===== config.mk =====
export PLATFORM = sky130hd
export DESIGN_NAME = irqap_ctrl
export DESIGN_NICKNAME = d
export VERILOG_FILES = /design/src/rtl/irqap_pkg.sv /design/src/rtl/irqap_ctrl.sv
export VERILOG_INCLUDE_DIRS = /design/src /design/src/rtl
export SDC_FILE = /design/constraint.sdc
export NUM_CORES = 1
export LEC_CHECK = 0
export ABC_AREA = 1
export BUFFER_PORTS_ARGS = -buffer_cell sky130_fd_sc_hd__buf_4
export CORE_UTILIZATION = 48
export DETAILED_ROUTE_END_ITERATION = 7
export MAX_ROUTING_LAYER = met4
export PLACE_DENSITY = 0.78
export SLEW_MARGIN = 20
export SYNTH_ARGS = -nofsm -noshare
export SYNTH_HDL_FRONTEND = slang
export SYNTH_SLANG_ARGS = --single-unit

===== constraint.sdc =====
create_clock -name i_clock -period 2.72 [get_ports i_clock]
set_input_delay 0.272 -clock i_clock [delete_from_list [all_inputs] [get_ports i_clock]]
set_output_delay 0.272 -clock i_clock [all_outputs]
set_load 0.02 [all_outputs]

===== src/rtl/irqap_defines.svh =====
`ifndef IRQAP_DEFINES_SVH
`define IRQAP_DEFINES_SVH

// status word layout and reset value
`define IRQAP_STAT_RESET    8'h06
`define IRQAP_ENA_BIT       7
`define IRQAP_SVC1_BIT      2
`define IRQAP_SVC0_BIT      1

// serviced-level codes
`define IRQAP_ISP_NONE      2'h3
`define IRQAP_ISP_LVL01     2'h0

// vector table
`define IRQAP_TRAP_VEC      20'h0007e
`define IRQAP_VEC_BASE      20'h00004
`define IRQAP_VEC_STEP      20'h00002

// request-to-service latency, in cpu clocks
`define IRQAP_ACK_MIN_CLK   9
`define IRQAP_ACK_MAX_CLK   16
// clocks from the taking boundary to the pc load pulse
`define IRQAP_SEQ_CLK       5
`define IRQAP_LAT_WAIT      (`IRQAP_ACK_MIN_CLK - `IRQAP_SEQ_CLK)

`endif


===== src/rtl/irqap_pkg.sv =====
package irqap_pkg;

    // acknowledge sequencer, one-hot
    typedef enum logic [4:0] {
        st_idle     = 5'h01,
        st_push_sts = 5'h02,
        st_push_pc  = 5'h04,
        st_vec_rd   = 5'h08,
        st_vec_load = 5'h10
    } irqap_state_t;

endpackage : irqap_pkg


===== src/rtl/irqap_ctrl.sv =====
`timescale 1ns/1ps
`include "irqap_defines.svh"

module irqap_ctrl #(
    parameter int N_SRC = 8
) (
    input  wire logic               i_clock,
    input  wire logic               i_nrst,
    input  wire logic [N_SRC-1:0]   i_source_request_flag,
    input  wire logic [N_SRC-1:0]   i_source_mask_flag,
    input  wire logic [N_SRC-1:0]   i_source_priority_bit0,
    input  wire logic [N_SRC-1:0]   i_source_priority_bit1,
    input  wire logic               i_instr_done,
    input  wire logic               i_software_trap_instr,
    input  wire logic               i_irq_return_instr,
    input  wire logic               i_trap_return_instr,
    input  wire logic               i_enable_irq_instr,
    input  wire logic               i_disable_irq_instr,
    input  wire logic               i_status_pop_instr,
    input  wire logic               i_status_write,
    input  wire logic               i_skip_instr,
    input  wire logic               i_flag_reg_write,
    input  wire logic [7:0]         i_status_wdata,
    input  wire logic [19:0]        i_pc,
    input  wire logic [19:0]        i_return_pc,
    input  wire logic [15:0]        i_vector_data,
    output logic                    o_busy,
    output logic                    o_stack_push,
    output logic [19:0]             o_stack_wdata,
    output logic                    o_vector_rd,
    output logic [19:0]             o_vector_addr,
    output logic                    o_pc_load,
    output logic [19:0]             o_pc_value,
    output logic [N_SRC-1:0]        o_clear_request,
    output logic [7:0]              o_processor_status_word,
    output logic                    o_trap_active
);

    localparam int IDX_W = (N_SRC > 1) ? $clog2(N_SRC) : 1;
    localparam logic [4:0] LAT_WAIT = 5'(`IRQAP_LAT_WAIT);

    irqap_pkg::irqap_state_t state_ff;
    irqap_pkg::irqap_state_t nxt_state;

    logic [7:0]         stat_ff;
    logic               trap_seq_ff;
    logic               trap_active_ff;
    logic [1:0]         lvl_ff;
    logic [IDX_W-1:0]   idx_ff;
    logic [4:0]         lat_cnt_ff;
    logic [N_SRC-1:0]   cand;
    logic [1:0]         src_lvl [N_SRC];
    logic               win_valid;
    logic [IDX_W-1:0]   win_idx;
    logic [1:0]         win_lvl;
    logic               hold_now;
    logic               take_trap;
    logic               take_mask;
    logic               global_irq_enable_flag;
    logic [1:0]         isp;
    logic [1:0]         svc_code;

    assign global_irq_enable_flag = stat_ff[`IRQAP_ENA_BIT];
    assign isp = {stat_ff[`IRQAP_SVC1_BIT], stat_ff[`IRQAP_SVC0_BIT]};

    // level 0 and 1 share code 00, others drop by one
    assign svc_code = (lvl_ff == 2'h0) ? `IRQAP_ISP_LVL01 : (lvl_ff - 2'h1);

    // per-source candidacy and level; level code equals the priority bits
    genvar g;
    generate
        for (g = 0; g < N_SRC; g++) begin : g_src
            assign cand[g]    = i_source_request_flag[g] & ~i_source_mask_flag[g];
            assign src_lvl[g] = {i_source_priority_bit1[g], i_source_priority_bit0[g]};
        end
    endgenerate

    // arbiter: lowest level code wins, ties go to the lower index
    always_comb begin
        win_valid = 1'b0;
        win_idx   = '0;
        win_lvl   = 2'h3;
        for (int i = 0; i < N_SRC; i++) begin
            if (cand[i] && (!win_valid || (src_lvl[i] < win_lvl))) begin
                win_valid = 1'b1;
                win_idx   = IDX_W'(i);
                win_lvl   = src_lvl[i];
            end
        end
    end

    // instructions after which taking waits one more instruction
    assign hold_now = i_status_write | i_status_pop_instr | i_irq_return_instr
                    | i_trap_return_instr | i_enable_irq_instr | i_disable_irq_instr
                    | i_skip_instr | i_flag_reg_write;

    // the trap instruction ignores enable, mask and level
    assign take_trap = (state_ff == irqap_pkg::st_idle) && i_instr_done
                     && i_software_trap_instr;

    // a return also holds, so one interrupted instruction always runs first
    assign take_mask = (state_ff == irqap_pkg::st_idle) && i_instr_done && !hold_now
                     && !i_software_trap_instr && win_valid
                     && global_irq_enable_flag
                     && (trap_active_ff || (win_lvl <= isp))
                     && (lat_cnt_ff >= LAT_WAIT);

    // latency counter: saturating, restarts whenever no candidate stands
    always_ff @(posedge i_clock or negedge i_nrst) begin
        if (!i_nrst) begin
            lat_cnt_ff <= 5'h00;
        end else if (!win_valid) begin
            lat_cnt_ff <= 5'h00;
        end else if (lat_cnt_ff < LAT_WAIT) begin
            lat_cnt_ff <= lat_cnt_ff + 5'h01;
        end
    end

    // sequencer: fixed five-clock path from decision to pc load
    always_comb begin
        nxt_state = state_ff;
        case (state_ff)
            irqap_pkg::st_idle: begin
                if (take_trap || take_mask) begin
                    nxt_state = irqap_pkg::st_push_sts;
                end
            end
            irqap_pkg::st_push_sts: begin
                nxt_state = irqap_pkg::st_push_pc;
            end
            irqap_pkg::st_push_pc: begin
                nxt_state = irqap_pkg::st_vec_rd;
            end
            irqap_pkg::st_vec_rd: begin
                nxt_state = irqap_pkg::st_vec_load;
            end
            irqap_pkg::st_vec_load: begin
                nxt_state = irqap_pkg::st_idle;
            end
            default: begin
                nxt_state = irqap_pkg::st_idle;
            end
        endcase
    end

    always_ff @(posedge i_clock or negedge i_nrst) begin
        if (!i_nrst) begin
            state_ff <= irqap_pkg::st_idle;
        end else begin
            state_ff <= nxt_state;
        end
    end

    // latch what was taken; nothing else is judged while the sequence runs
    always_ff @(posedge i_clock or negedge i_nrst) begin
        if (!i_nrst) begin
            trap_seq_ff <= 1'b0;
            lvl_ff      <= 2'h0;
            idx_ff      <= '0;
        end else if (take_trap || take_mask) begin
            trap_seq_ff <= take_trap;
            lvl_ff      <= win_lvl;
            idx_ff      <= win_idx;
        end
    end

    // trap-in-service flag, ended only by the trap return
    always_ff @(posedge i_clock or negedge i_nrst) begin
        if (!i_nrst) begin
            trap_active_ff <= 1'b0;
        end else if (take_trap) begin
            trap_active_ff <= 1'b1;
        end else if (i_instr_done && i_trap_return_instr) begin
            trap_active_ff <= 1'b0;
        end
    end

    // status word; the sequencer's update wins over instruction writes
    always_ff @(posedge i_clock or negedge i_nrst) begin
        if (!i_nrst) begin
            stat_ff <= `IRQAP_STAT_RESET;
        end else if (state_ff == irqap_pkg::st_push_pc) begin
            stat_ff[`IRQAP_ENA_BIT] <= 1'b0;
            if (!trap_seq_ff) begin
                // a trap keeps the serviced level as it was
                stat_ff[`IRQAP_SVC1_BIT] <= svc_code[1];
                stat_ff[`IRQAP_SVC0_BIT] <= svc_code[0];
            end
        end else if (i_instr_done && (i_irq_return_instr || i_trap_return_instr
                                      || i_status_pop_instr || i_status_write)) begin
            stat_ff <= i_status_wdata;
        end else if (i_instr_done && i_enable_irq_instr) begin
            stat_ff[`IRQAP_ENA_BIT] <= 1'b1;
        end else if (i_instr_done && i_disable_irq_instr) begin
            stat_ff[`IRQAP_ENA_BIT] <= 1'b0;
        end
    end

    // stack pushes: status word first, then the pc
    always_ff @(posedge i_clock or negedge i_nrst) begin
        if (!i_nrst) begin
            o_stack_push  <= 1'b0;
            o_stack_wdata <= 20'h00000;
        end else if (state_ff == irqap_pkg::st_push_sts) begin
            o_stack_push  <= 1'b1;
            o_stack_wdata <= {12'h000, stat_ff};
        end else if (state_ff == irqap_pkg::st_push_pc) begin
            o_stack_push  <= 1'b1;
            o_stack_wdata <= i_pc;
        end else begin
            o_stack_push  <= 1'b0;
        end
    end

    // request flag clear for the taken source, one pulse
    always_ff @(posedge i_clock or negedge i_nrst) begin
        if (!i_nrst) begin
            o_clear_request <= '0;
        end else if (state_ff == irqap_pkg::st_push_sts && !trap_seq_ff) begin
            o_clear_request <= N_SRC'(1) << idx_ff;
        end else begin
            o_clear_request <= '0;
        end
    end

    // vector table read: fixed trap entry or per-source entry
    always_ff @(posedge i_clock or negedge i_nrst) begin
        if (!i_nrst) begin
            o_vector_rd   <= 1'b0;
            o_vector_addr <= 20'h00000;
        end else if (state_ff == irqap_pkg::st_push_pc) begin
            o_vector_rd   <= 1'b1;
            if (trap_seq_ff) begin
                o_vector_addr <= `IRQAP_TRAP_VEC;
            end else begin
                o_vector_addr <= `IRQAP_VEC_BASE + (20'(idx_ff) * `IRQAP_VEC_STEP);
            end
        end else begin
            o_vector_rd   <= 1'b0;
        end
    end

    // pc load: vector on taking, saved pc on either return
    always_ff @(posedge i_clock or negedge i_nrst) begin
        if (!i_nrst) begin
            o_pc_load  <= 1'b0;
            o_pc_value <= 20'h00000;
        end else if (state_ff == irqap_pkg::st_vec_load) begin
            o_pc_load  <= 1'b1;
            o_pc_value <= {4'h0, i_vector_data};
        end else if (i_instr_done && (i_irq_return_instr || i_trap_return_instr)) begin
            o_pc_load  <= 1'b1;
            o_pc_value <= i_return_pc;
        end else begin
            o_pc_load  <= 1'b0;
        end
    end

    // mirrors for the core
    always_ff @(posedge i_clock or negedge i_nrst) begin
        if (!i_nrst) begin
            o_busy                  <= 1'b0;
            o_processor_status_word <= `IRQAP_STAT_RESET;
            o_trap_active           <= 1'b0;
        end else begin
            o_busy                  <= (nxt_state != irqap_pkg::st_idle);
            o_processor_status_word <= stat_ff;
            o_trap_active           <= trap_active_ff;
        end
    end

    // checks
    trap_always_a: assert property (@(posedge i_clock) disable iff (!i_nrst)
        take_trap |=> state_ff == irqap_pkg::st_push_sts && trap_seq_ff)
        else $error("trap not taken");

    need_enable_a: assert property (@(posedge i_clock) disable iff (!i_nrst)
        $rose(state_ff == irqap_pkg::st_push_sts) && !trap_seq_ff
        |-> $past(global_irq_enable_flag))
        else $error("maskable taken with enable clear");

    cand_only_a: assert property (@(posedge i_clock) disable iff (!i_nrst)
        win_valid |-> i_source_request_flag[win_idx] && !i_source_mask_flag[win_idx])
        else $error("winner is not a candidate");

    push_order_a: assert property (@(posedge i_clock) disable iff (!i_nrst)
        state_ff == irqap_pkg::st_push_sts
        |=> o_stack_push && o_stack_wdata == {12'h000, $past(stat_ff)} ##1 o_stack_push)
        else $error("status word not pushed before pc");

    enable_drop_a: assert property (@(posedge i_clock) disable iff (!i_nrst)
        state_ff == irqap_pkg::st_push_pc |=> !global_irq_enable_flag)
        else $error("enable not cleared on taking");

    trap_vector_a: assert property (@(posedge i_clock) disable iff (!i_nrst)
        state_ff == irqap_pkg::st_push_pc && trap_seq_ff
        |=> o_vector_rd && o_vector_addr == `IRQAP_TRAP_VEC)
        else $error("trap vector wrong");

    hold_defer_a: assert property (@(posedge i_clock) disable iff (!i_nrst)
        state_ff == irqap_pkg::st_idle && i_instr_done && hold_now && !i_software_trap_instr
        |=> state_ff == irqap_pkg::st_idle)
        else $error("taken after a hold instruction");

    level_gate_a: assert property (@(posedge i_clock) disable iff (!i_nrst)
        $rose(state_ff == irqap_pkg::st_push_sts) && !trap_seq_ff
        |-> $past(trap_active_ff) || lvl_ff <= $past(isp))
        else $error("lower level nested");

    lat_floor_a: assert property (@(posedge i_clock) disable iff (!i_nrst)
        take_mask |-> lat_cnt_ff >= LAT_WAIT ##5 o_pc_load)
        else $error("service started too early or late");

    clear_req_a: assert property (@(posedge i_clock) disable iff (!i_nrst)
        state_ff == irqap_pkg::st_push_sts && !trap_seq_ff
        |=> o_clear_request == (N_SRC'(1) << idx_ff))
        else $error("request flag not cleared");

    // the core stalls on busy, so it must cover every sequence state
    busy_span_a: assert property (@(posedge i_clock) disable iff (!i_nrst)
        state_ff != irqap_pkg::st_idle |-> o_busy)
        else $error("busy low during a sequence");

    ret_reload_a: assert property (@(posedge i_clock) disable iff (!i_nrst)
        state_ff == irqap_pkg::st_idle && i_instr_done && i_irq_return_instr
        |=> o_pc_load && o_pc_value == $past(i_return_pc) && stat_ff == $past(i_status_wdata))
        else $error("return did not restore pc and status");

endmodule : irqap_ctrl


==> results by group, run 1 <==
Clock tree
  • Clk Latency, worst-skew pair: 0.37 ns
  • Root Buffer: clkbuf_8
  • Clock slew at reported path FFs: 0.10 ns
  • TritonCTS Buffers: 9
  • TritonCTS clock tree: done
  • CTS HTree Levels: 3
  • CTS Sinks: 91
  • Clock buffer depth: 2

Route
  • WL met2: 6440 µm
  • Detailed Route Iter0 Violations: 222
  • DR pass1 iterations: 5
  • Drt drc: 0
  • WL/cell: 14.37 µm
  • Antenna-violating nets left: 0
  • Met1 Routed Length: 4959 µm
  • Drt total wl: 12620 µm
  • Metal3 WL: 794 µm
  • Top Metal Used: met4
  • Mean number of vias per cell: 5.192
  • Vias: 4559

Synth
  • Post-synth top area share: 48.00%
  • Synthesized cell area: 4483 µm²
  • Top cells by area, synth: dfrtp_1 (48%), nand3_1 (11%), nand2_1 (9.7%)
  • Leading area contributor after synthesis: dfrtp_1
  • Syn_area_per_cell: 8.271 µm²
  • Seq/Total Area, Yosys: 50.93%
  • #FFs+latches synth: 91
  • Synth cell types: 31
  • Cells after Synth: 542
  • Ys Warns: 0

Global route
  • Total gr overflow: 0
  • Initial antenna violation count: 0
  • Vias in the first global route: 4389
  • First-pass GRT wire length: 20130 µm
  • Largest net degree at the start of global routing: 51
  • Global Route Usage Sum: 26.78%

Timing
  • Slew headroom: 53.35%
  • Final-report hold violation count: 0
  • Setup violations, final: 9
  • TNS Setup: -20.20 ns
  • Max-slew violation count: 0
  • Final Cycle Share: 186.9%
  • Fmax: 196.7 MHz
  • Setup ws final: -2.363 ns
  • Measured slew at the worst slew-check pin: 0.6933 ns
  • RSZ-0062 raised after global routing: yes
  • Min cycle time layout: 5.083 ns
  • Clock Skew: 0.01763 ns

Layout
  • Layout cells sized above 1: 40.91%
  • Filler instances: 650
  • Synthesis-to-layout area growth: 48.31%
  • Cell area after layout: 6649 µm²
  • Most frequent cells in the layout: buf_4 (227), nand2_1 (102), nand3_1 (96)
  • Nets: 879
  • Core Util, Final: 74.78%
  • Most common cell after layout, fill and taps aside: buf_4
  • Antenna cells: 0

Worst setup path
  • Slowest cell on the critical path: ha_1
  • Crit path buf inv count: 5
  • Crit path DAT: 5.32 ns
  • Critical path launch point type: input port
  • CP top delay family: simple AND/OR/NAND/NOR gates
  • CP required: 2.96 ns
  • Worst setup EP type: flip-flop
  • Slowest cell delay on critical path: 0.27 ns
  • WS Path Type: input port to flip-flop
  • Crit Path Max Fanout: 5
  • Critical Path Most Common Cell: nand2_2

Die
  • Die height: 98.64 µm
  • Die area: 9730 µm²
  • Initial Util: 50.42%
  • Die Width: 98.64 µm
  • I/O pin cnt: 189
  • Row count: 34
  • Core Area: 8891 µm²

Power
  • Sequential share of power: 41.7%
  • Internal: 0.002811 W
  • Clock power frac: 22.6%
  • Max IR drop VDD: 537.4 µV
  • Leakage: 3.599 nW
  • Switching share of power: 35.50%
  • Sw Pwr: 0.001548 W
  • Tot Pwr: 0.004359 W
  • Cell area power density: 655.6 nW/µm²
  • Comb power frac: 35.8%

Placement
  • IO Port Bufs: 174
  • Post-DP HPWL: 9067 µm
  • Post-DP Area: 6195 µm²
  • Gpl congestion: 0.8955

Outcome
  • Failing checks: setup timing
  • Status: complete, but fails checks

Hold path
  • Hold Crit Class: input port to flip-flop

Run
  • Maximum Capacitance Violations: 0
==> registers in the layout (all words and copies together) (netlist names), 2 cells and up <==
signal / cells
idx_ff: 3
lat_cnt_ff: 5
lvl_ff: 2
o_clear_request: 8
o_pc_value: 20
o_processor_status_word: 8
o_stack_wdata: 20
o_vector_addr: 5
stat_ff: 8
state_ff: 5
==> per-layer routing <==
metal | GRT usage [%] | vias to the layer above
met5 | - | -
met4 | 10.45 | 0
met3 | 6.028 | 36
met2 | 45.50 | 196
met1 | 30.98 | 2125
li1 | - | 2202
==> what timing repair did <==
action	4_1_cts	5_1_grt
gates resized for setup	9	22
setup endpoints to repair	9	9
pin swaps	14	44
endpoints found under the hold margin	45	0
buffers inserted	7	7
hold buffers	1	0
==> logic make-up after synthesis <==
logic type               count (synthesis)  share of synthesized area, %
other                                    1                       0.08365
flip-flops                              91                         50.93
adder cells (fa/ha/maj)                  6                         1.675
AO/OA/AOI/OAI                           31                         4.438
AND/OR/NAND/NOR                        313                         32.40
multiplexers                             5                         1.256
buffers and inverters                   95                         9.210
==> synthesized netlist by cell type <==
cell	count
nand2_1	116
ha_1	6
nor3_1	10
dfrtp_1	86
a21boi_0	1
a31oi_1	2
o211ai_1	2
buf_4	15
nand3_2	2
o22ai_1	1
nand2_4	3
nor2_1	41
dfstp_2	5
inv_1	61
nor4_1	4
conb_1	1
clkbuf_1	19
nand4_1	21
nand2_2	12
mux2_2	5
nand3b_1	1
a22oi_2	3
o41ai_1	1
or2_0	1
a21oi_1	5
o21ai_0	14
a221oi_1	1
o21a_1	1
and2_1	2
nand3_1	99
nor2_2	1
==> power groups by stage <==
stage               sequential, W  combinational, W  clock (W)
finish                    0.00182           0.00156   0.000983
CTS                       0.00181           0.00152    0.00101
global route              0.00185           0.00170    0.00106
detailed placement        0.00184           0.00148          0
global placement          0.00183           0.00145          0
floorplan                 0.00208          0.000523          0
==> worst paths after layout <==
check / from / to / slack, ns / cells after the start
max: i_source_mask_flag[0] / idx_ff[1] / -2.36 / 51
min reg2reg: stat_ff[2] / o_processor_status_word[2] / 0.37 / 0
min in group asynchronous: i_nrst / o_processor_status_word[5] / 0.45 / 2
max reg2reg: state_ff[4] / o_clear_request[0] / 0.47 / 9
max in group asynchronous: i_nrst / state_ff[0] / 1.55 / 3
min: i_pc[17] / o_stack_wdata[17] / 0.1 / 3
==> through the flow <==
stage	setup WS [ns]	cells	hold WS [ns]
finish	-2.363	878	0.09508
global route	-2.730	878	0.09758
CTS	-2.007	871	0.07932
detailed placement	-2.495	847	0.3306
global placement	-2.120	847	0.3289
floorplan	-1.875	555	-0.02359
==> area by class of cell <==
type	instances	area (µm²)	area share (%)
Inverter	61	249.0	3.745
Multi-Input combinational cell	369	1972	29.66
Sequential cell	91	2283	34.34
Clock inverter	6	80.08	1.204
Tap cell	108	135.1	2.032
Clock buffer	10	137.6	2.070
Timing Repair Buffer	233	1792	26.95
==> worst reg2reg max path: cells and delay by family, from the launching register on <==
kind                   cells  cell delay (ns)
and+or+nand+nor            5             0.85
buffers and inverters      4             0.67
DFF                        1             0.63
(Power assumes the default switching activity.)
==> run 2, diff against run 1 <==
CORE_UTILIZATION = 40   (was 48)
PLACE_DENSITY = 0.67   (was 0.78)
==> run 2 against run 1 <==
The flow still finishes with violations (setup timing). Non-clock buffer count grew 67. Clock skew shrank 0.0073 ns. Combinational power grew 8%. Critical path depth grew 1. Clock power shrank 3.0%. Total power grew 2.3%. Clock-buffer cell count is the same. Via count grew 6.6%. Final area grew 8.9%. Global-route usage shrank 1.7 points. Maximum frequency shrank 1.2%. Highest routed layer unchanged.
==> results by group, run 2 (same netlist as run 1, synthesis figures left out) <==
Outcome
  • Status: complete, but fails checks
  • Failing checks: setup timing

Worst setup path
  • Slowest cell delay on critical path: 0.27 ns (about the same)
  • Critical Path Most Common Cell: nand2_2
  • Critical R2R Capture: idx_ff[1]
  • R2r setup slk: 0.58 ns (+0.11 ns)
  • Crit path DAT: 5.38 ns (+0.06 ns)
  • Crit Path Max Fanout: 7 (+2)
  • Worst setup EP type: flip-flop
  • CP required: 2.95 ns (about the same)
  • Slowest cell on the critical path: ha_1
  • Critical path launch point type: input port
  • RR Startpoint: stat_ff[2]
  • WS Path Type: input port to flip-flop
  • Worst r2r path cells: 11 (+2)

Route
  • WL/cell: 14.53 µm (+1.1%)
  • Detailed Route Iter0 Violations: 352 (+59%)
  • Antenna-violating nets left: 0 (unchanged)
  • Drt drc: 0 (unchanged)
  • DR pass1 iterations: 5 (unchanged)
  • Vias: 4861 (+6.6%)
  • Drt total wl: 14190 µm (+12%)
  • Mean number of vias per cell: 4.975 (-4.2%)

Hold path
  • Hold endpoint: o_stack_wdata[13]
  • HP Start: i_pc[13]
  • WHS Path Cells: 3 (unchanged)
  • Hold Crit Class: input port to flip-flop

Timing
  • TNS Setup: -20.88 ns (-0.6785 ns)
  • Max-slew violation count: 0 (unchanged)
  • Slew headroom: 49.18% (-4.2 points)
  • Clock Skew: 0.01033 ns (-0.007298 ns)
  • Setup violations, final: 9 (unchanged)
  • Min cycle time layout: 5.144 ns (+0.06093 ns)
  • Hold WS: 0.1041 ns (+0.009005 ns)
  • Final-report hold violation count: 0 (unchanged)
  • RSZ-0062 raised after global routing: yes
  • Setup ws final: -2.424 ns (-0.06093 ns)
  • Final Cycle Share: 189.1% (+2.2 points)
  • Fmax: 194.4 MHz (-1.2%)
  • Measured slew at the worst slew-check pin: 0.7615 ns (+0.06821 ns)

Layout
  • Core Util, Final: 66.48% (-8.3 points)
  • Most frequent cells in the layout: buf_4 (290), nand2_1 (96), nand3_1 (94)
  • Most common cell after layout, fill and taps aside: buf_4
  • Layout cells sized above 1: 47.07% (+6.2 points)
  • Antenna cells: 0 (unchanged)
  • Synthesis-to-layout area growth: 61.46%
  • Largest regs: o_pc_value: 20 flops, o_stack_wdata: 20 flops
  • Nets: 946 (+7.6%)
  • Filler instances: 862 (+33%)
  • Cell area after layout: 7238 µm² (+8.9%)

Clock tree
  • Clk Latency, worst-skew pair: 0.36 ns (about the same)
  • CTS HTree Levels: 3 (unchanged)
  • Clock slew at reported path FFs: 0.09 ns (about the same)
  • CTS Sinks: 91 (unchanged)
  • Clock buffer depth: 2 (unchanged)
  • TritonCTS Buffers: 9 (unchanged)
  • Root Buffer: clkbuf_8
  • TritonCTS clock tree: done

Die
  • I/O pin cnt: 189 (unchanged)
  • Die Width: 107.9 µm (+9.4%)
  • Core Area: 10890 µm² (+22%)
  • Initial Util: 41.17% (-9.2 points)
  • Die height: 107.9 µm (+9.4%)
  • Die area: 11630 µm² (+20%)
  • Row count: 38 (+12%)

Placement
  • Gpl congestion: 0.9014 (+0.66%)
  • Post-DP Area: 6290 µm² (+1.5%)
  • Post-DP HPWL: 9368 µm (+3.3%)
  • IO Port Bufs: 174 (unchanged)

Run
  • Maximum Capacitance Violations: 0 (unchanged)

Global route
  • Total gr overflow: 0 (unchanged)
  • Vias in the first global route: 4789 (+9.1%)
  • Global Route Usage Sum: 25.03% (-1.7 points)
  • Largest net degree at the start of global routing: 48 (-5.9%)
  • Initial antenna violation count: 0 (unchanged)
  • First-pass GRT wire length: 22010 µm (+9.3%)

Power
  • Leakage: 3.901 nW (+8.4%)
  • Cell area power density: 616.0 nW/µm² (-6.0%)
  • Tot Pwr: 0.004458 W (+2.3%)
  • Max IR drop VDD: 358.0 µV (-33%)
[run 2: cell type report]
class / instances / area (µm²) / area share [%]
repair buffers: 300 / 2292 / 31.67
flip-flops and latches: 91 / 2283 / 31.55
multi-input cells: 369 / 2031 / 28.06
inverters: 61 / 246.5 / 3.405
well taps: 140 / 175.2 / 2.420
clock buffers: 10 / 137.6 / 1.901
clock inverters: 6 / 72.57 / 1.003
[run 2: critical path: cells and delay by family]
kind                     cells  cell delay, ns
buffers and inverters        4            0.33
AND/OR/NAND/NOR             42            3.71
AO/OA/AOI/OAI                4            0.53
adder cells (fa/ha/maj)      2            0.51
[run 2: stage by stage]
step	std cells	worst slack, ns
global route	977	-2.723
finish	977	-2.424
floorplan	555	-1.875
global placement	888	-2.110
CTS	973	-1.914
detailed placement	888	-2.454
[run 2: timing repair]
action,4_1_cts,5_1_grt
setup endpoints to repair,9,9
hold buffers,1,0
buffers inserted,68,5
pin swaps,20,8
endpoints found under the hold margin,40,0
resized for setup,26,26
[run 2: where the power goes]
part           leakage, nW  internal, W  switching, W
logic                 2.67     0.000796      0.000894
clock network        0.103     0.000460      0.000494
registers             1.13      0.00164      0.000176
total                 3.90      0.00289       0.00156
[run 2: routing by layer]
layer	up-vias	GRT usage, %	wire length, µm
met3	36	4.116	841
li1	2332	-	-
met1	2295	28.51	5645
met4	0	11.64	403
met2	198	43.04	7300
met5	-	-	0
[run 2: worst max-delay path by stage]
stage	start	end	slack, ns	cells past startpoint
3_3_place_gp	i_source_mask_flag[0]	idx_ff[1]	-2.11	50
5_1_grt	i_source_priority_bit0[1]	idx_ff[1]	-2.72	53
2_1_floorplan	i_source_priority_bit1[0]	idx_ff[1]	-1.87	51
4_1_cts	i_source_mask_flag[0]	idx_ff[1]	-1.91	52
6_report	i_source_mask_flag[0]	idx_ff[1]	-2.42	52
3_5_place_dp	i_source_mask_flag[0]	idx_ff[1]	-2.45	50
==> run 3, diff against run 2 <==
MAX_ROUTING_LAYER = unset   (was met4)
SETUP_SLACK_MARGIN = 0.4   (was unset)
==> run 3 against run 2 <==
The flow still finishes with violations (setup timing). Hold slack is essentially flat. Critical endpoint unchanged. Via count grew 0.47%. Clock power is essentially flat. Sequential cell count is the same. Cell count is the same. Routed wire length grew 0.37%.
==> results by group, run 3 (same netlist as run 1, synthesis figures left out) <==
Layout
  • Nets: 946 (unchanged)
  • Most common cell after layout, fill and taps aside: buf_4
  • Non-Filler Instances: 977 (unchanged)
  • Largest regs: o_pc_value: 20 flops, o_stack_wdata: 20 flops
  • Core Util, Final: 66.57% (+0.092 points)
  • Layout cells sized above 1: 47.31% (+0.24 points)
  • Synthesis-to-layout area growth: 61.68%
  • Most frequent cells in the layout: buf_4 (290), nand2_1 (95), nand3_1 (94)
  • Antenna cells: 0 (unchanged)

Outcome
  • Failing checks: setup timing
  • Status: complete, but fails checks

Placement
  • IO Port Bufs: 174 (unchanged)
  • Gpl congestion: 0.8866 (-1.6%)
  • Inst Count DP: 888 (unchanged)
  • Post-DP HPWL: 9368 µm (unchanged)

Timing
  • TNS Setup: -21.02 ns (-0.1454 ns)
  • Fmax: 193.5 MHz (-0.46%)
  • Final-report hold violation count: 0 (unchanged)
  • Final Cycle Share: 190.0% (+0.88 points)
  • Slew headroom: 48.58% (-0.60 points)
  • Min cycle time layout: 5.168 ns (+0.02390 ns)
  • RSZ-0062 raised after global routing: yes
  • Clock Skew: 0.01008 ns (-0.0002487 ns)
  • Max-slew violation count: 0 (unchanged)
  • Measured slew at the worst slew-check pin: 0.7705 ns (+0.008927 ns)
  • Setup ws final: -2.448 ns (-0.02390 ns)
  • Setup violations, final: 9 (unchanged)
  • Hold WS: 0.1043 ns (+0.0001890 ns)

Route
  • Drt drc: 0 (unchanged)
  • Antenna-violating nets left: 0 (unchanged)
  • Vias: 4884 (+0.47%)
  • Drt total wl: 14240 µm (+0.37%)
  • Mean number of vias per cell: 4.999 (+0.47%)
  • DR pass1 iterations: 6 (+1)
  • WL/cell: 14.58 µm (+0.37%)
  • Detailed Route Iter0 Violations: 340 (-3.4%)

Global route
  • Largest net degree at the start of global routing: 48 (unchanged)
  • Global Route Usage Sum: 24.36% (-0.68 points)
  • First-pass GRT wire length: 22030 µm (about the same)
  • Total gr overflow: 0 (unchanged)
  • Initial antenna violation count: 0 (unchanged)
  • Vias in the first global route: 4789 (unchanged)

Power
  • Max IR drop VDD: 357.8 µV (about the same)
  • Cell area power density: 615.5 nW/µm² (about the same)
  • Tot Pwr: 0.004461 W (about the same)
  • Leakage: 3.901 nW (about the same)

Die
  • I/O pin cnt: 189 (unchanged)
  • Row count: 38 (unchanged)
  • Initial Util: 41.17% (unchanged)
  • Die height: 107.9 µm (unchanged)
  • Core Area: 10890 µm² (unchanged)
  • Die area: 11630 µm² (unchanged)
  • Die Width: 107.9 µm (unchanged)

Worst setup path
  • CP required: 2.96 ns (about the same)
  • Slowest cell on the critical path: ha_1
  • Critical path launch point type: input port
  • Crit path DAT: 5.40 ns (+0.02 ns)
  • CP top delay family: simple AND/OR/NAND/NOR gates
  • WS Path Type: input port to flip-flop
  • Worst setup EP type: flip-flop
  • Slowest cell delay on critical path: 0.27 ns (about the same)
  • Critical Path Most Common Cell: nand2_2
  • Crit Path Max Fanout: 7 (unchanged)
  • Crit path buf inv count: 4 (unchanged)

Run
  • Maximum Capacitance Violations: 0 (unchanged)

Clock tree
  • Clock slew at reported path FFs: 0.09 ns (about the same)
  • Clock buffer depth: 2 (unchanged)
  • CTS Sinks: 91 (unchanged)
  • TritonCTS Buffers: 9 (unchanged)
  • Root Buffer: clkbuf_8
  • CTS HTree Levels: 3 (unchanged)
  • Clk Latency, worst-skew pair: 0.36 ns (about the same)
  • TritonCTS clock tree: done

Hold path
  • Hold Crit Class: input port to flip-flop
==> run 3: layout make-up <==
cell class                      count  area, µm²
Tap cell                          140      175.2
Clock inverter                      6      72.57
Clock buffer                       10      137.6
Sequential cell                    91       2283
Timing Repair Buffer              300       2292
Inverter                           61      246.5
Fill cell                         866       3640
Multi-Input combinational cell    369       2041
==> run 3: worst paths after layout <==
kind | depth (start not counted) | slack (ns) | endpoint | startpoint
setup / recovery | 52 | -2.45 | idx_ff[1] | i_source_mask_flag[0]
hold / removal | 3 | 0.10 | o_stack_wdata[13] | i_pc[13]
setup reg to reg | 11 | 0.59 | idx_ff[1] | stat_ff[2]
hold reg to reg | 0 | 0.39 | o_processor_status_word[2] | stat_ff[2]
max in group asynchronous | 3 | 1.54 | o_pc_value[19] | i_nrst
min in group asynchronous | 2 | 0.43 | o_processor_status_word[3] | i_nrst
==> run 3: repair_timing <==
| item | in CTS | in global routing |
|---|---|---|
| hold buffers | 1 | 0 |
| endpoints found under the hold margin | 40 | 0 |
| endpoints found under the setup margin | 11 | 11 |
| pin swaps | 20 | 7 |
| resized for setup | 28 | 27 |
| setup buffers | 68 | 4 |
==> run 3: per-stage QoR <==
stage | worst slack (ns) | cell area [µm²]
6_report | -2.448 | 7248
5_1_grt | -2.740 | 7248
4_1_cts | -1.914 | 7133
3_5_place_dp | -2.454 | 6290
3_3_place_gp | -2.110 | 6290
2_1_floorplan | -1.875 | 4588
==> run 3: worst register-to-register path, stage by stage, from the launching register on <==
cell and delay (ns):
dfstp_2 0.56, inv_1 0.09, ha_4 0.23, inv_2 0.05
nor2_2 0.03, o21ai_1 0.14, nand4_1 0.11, nand3b_1 0.23
nand2_2 0.17, clkinv_4 0.11, a221oi_2 0.20, a22oi_2 0.08
==> run 3: power by group <==
part,switching (W),internal [W],leakage (nW),total [W]
Sequential,0.000176,0.00164,1.13,0.00181
Clock,0.000494,0.000460,0.103,0.000953
Combinational,0.000898,0.000796,2.67,0.00169
==> run 3: metal layers <==
layer | track usage (%) | part of all wire (%) | vias up
li1 | - | - | 2332
met1 | 28.43 | 39 | 2313
met2 | 43.13 | 51 | 202
met3 | 4.177 | 6.2 | 37
met4 | 11.64 | 3.0 | 0
met5 | 0 | 0 | -
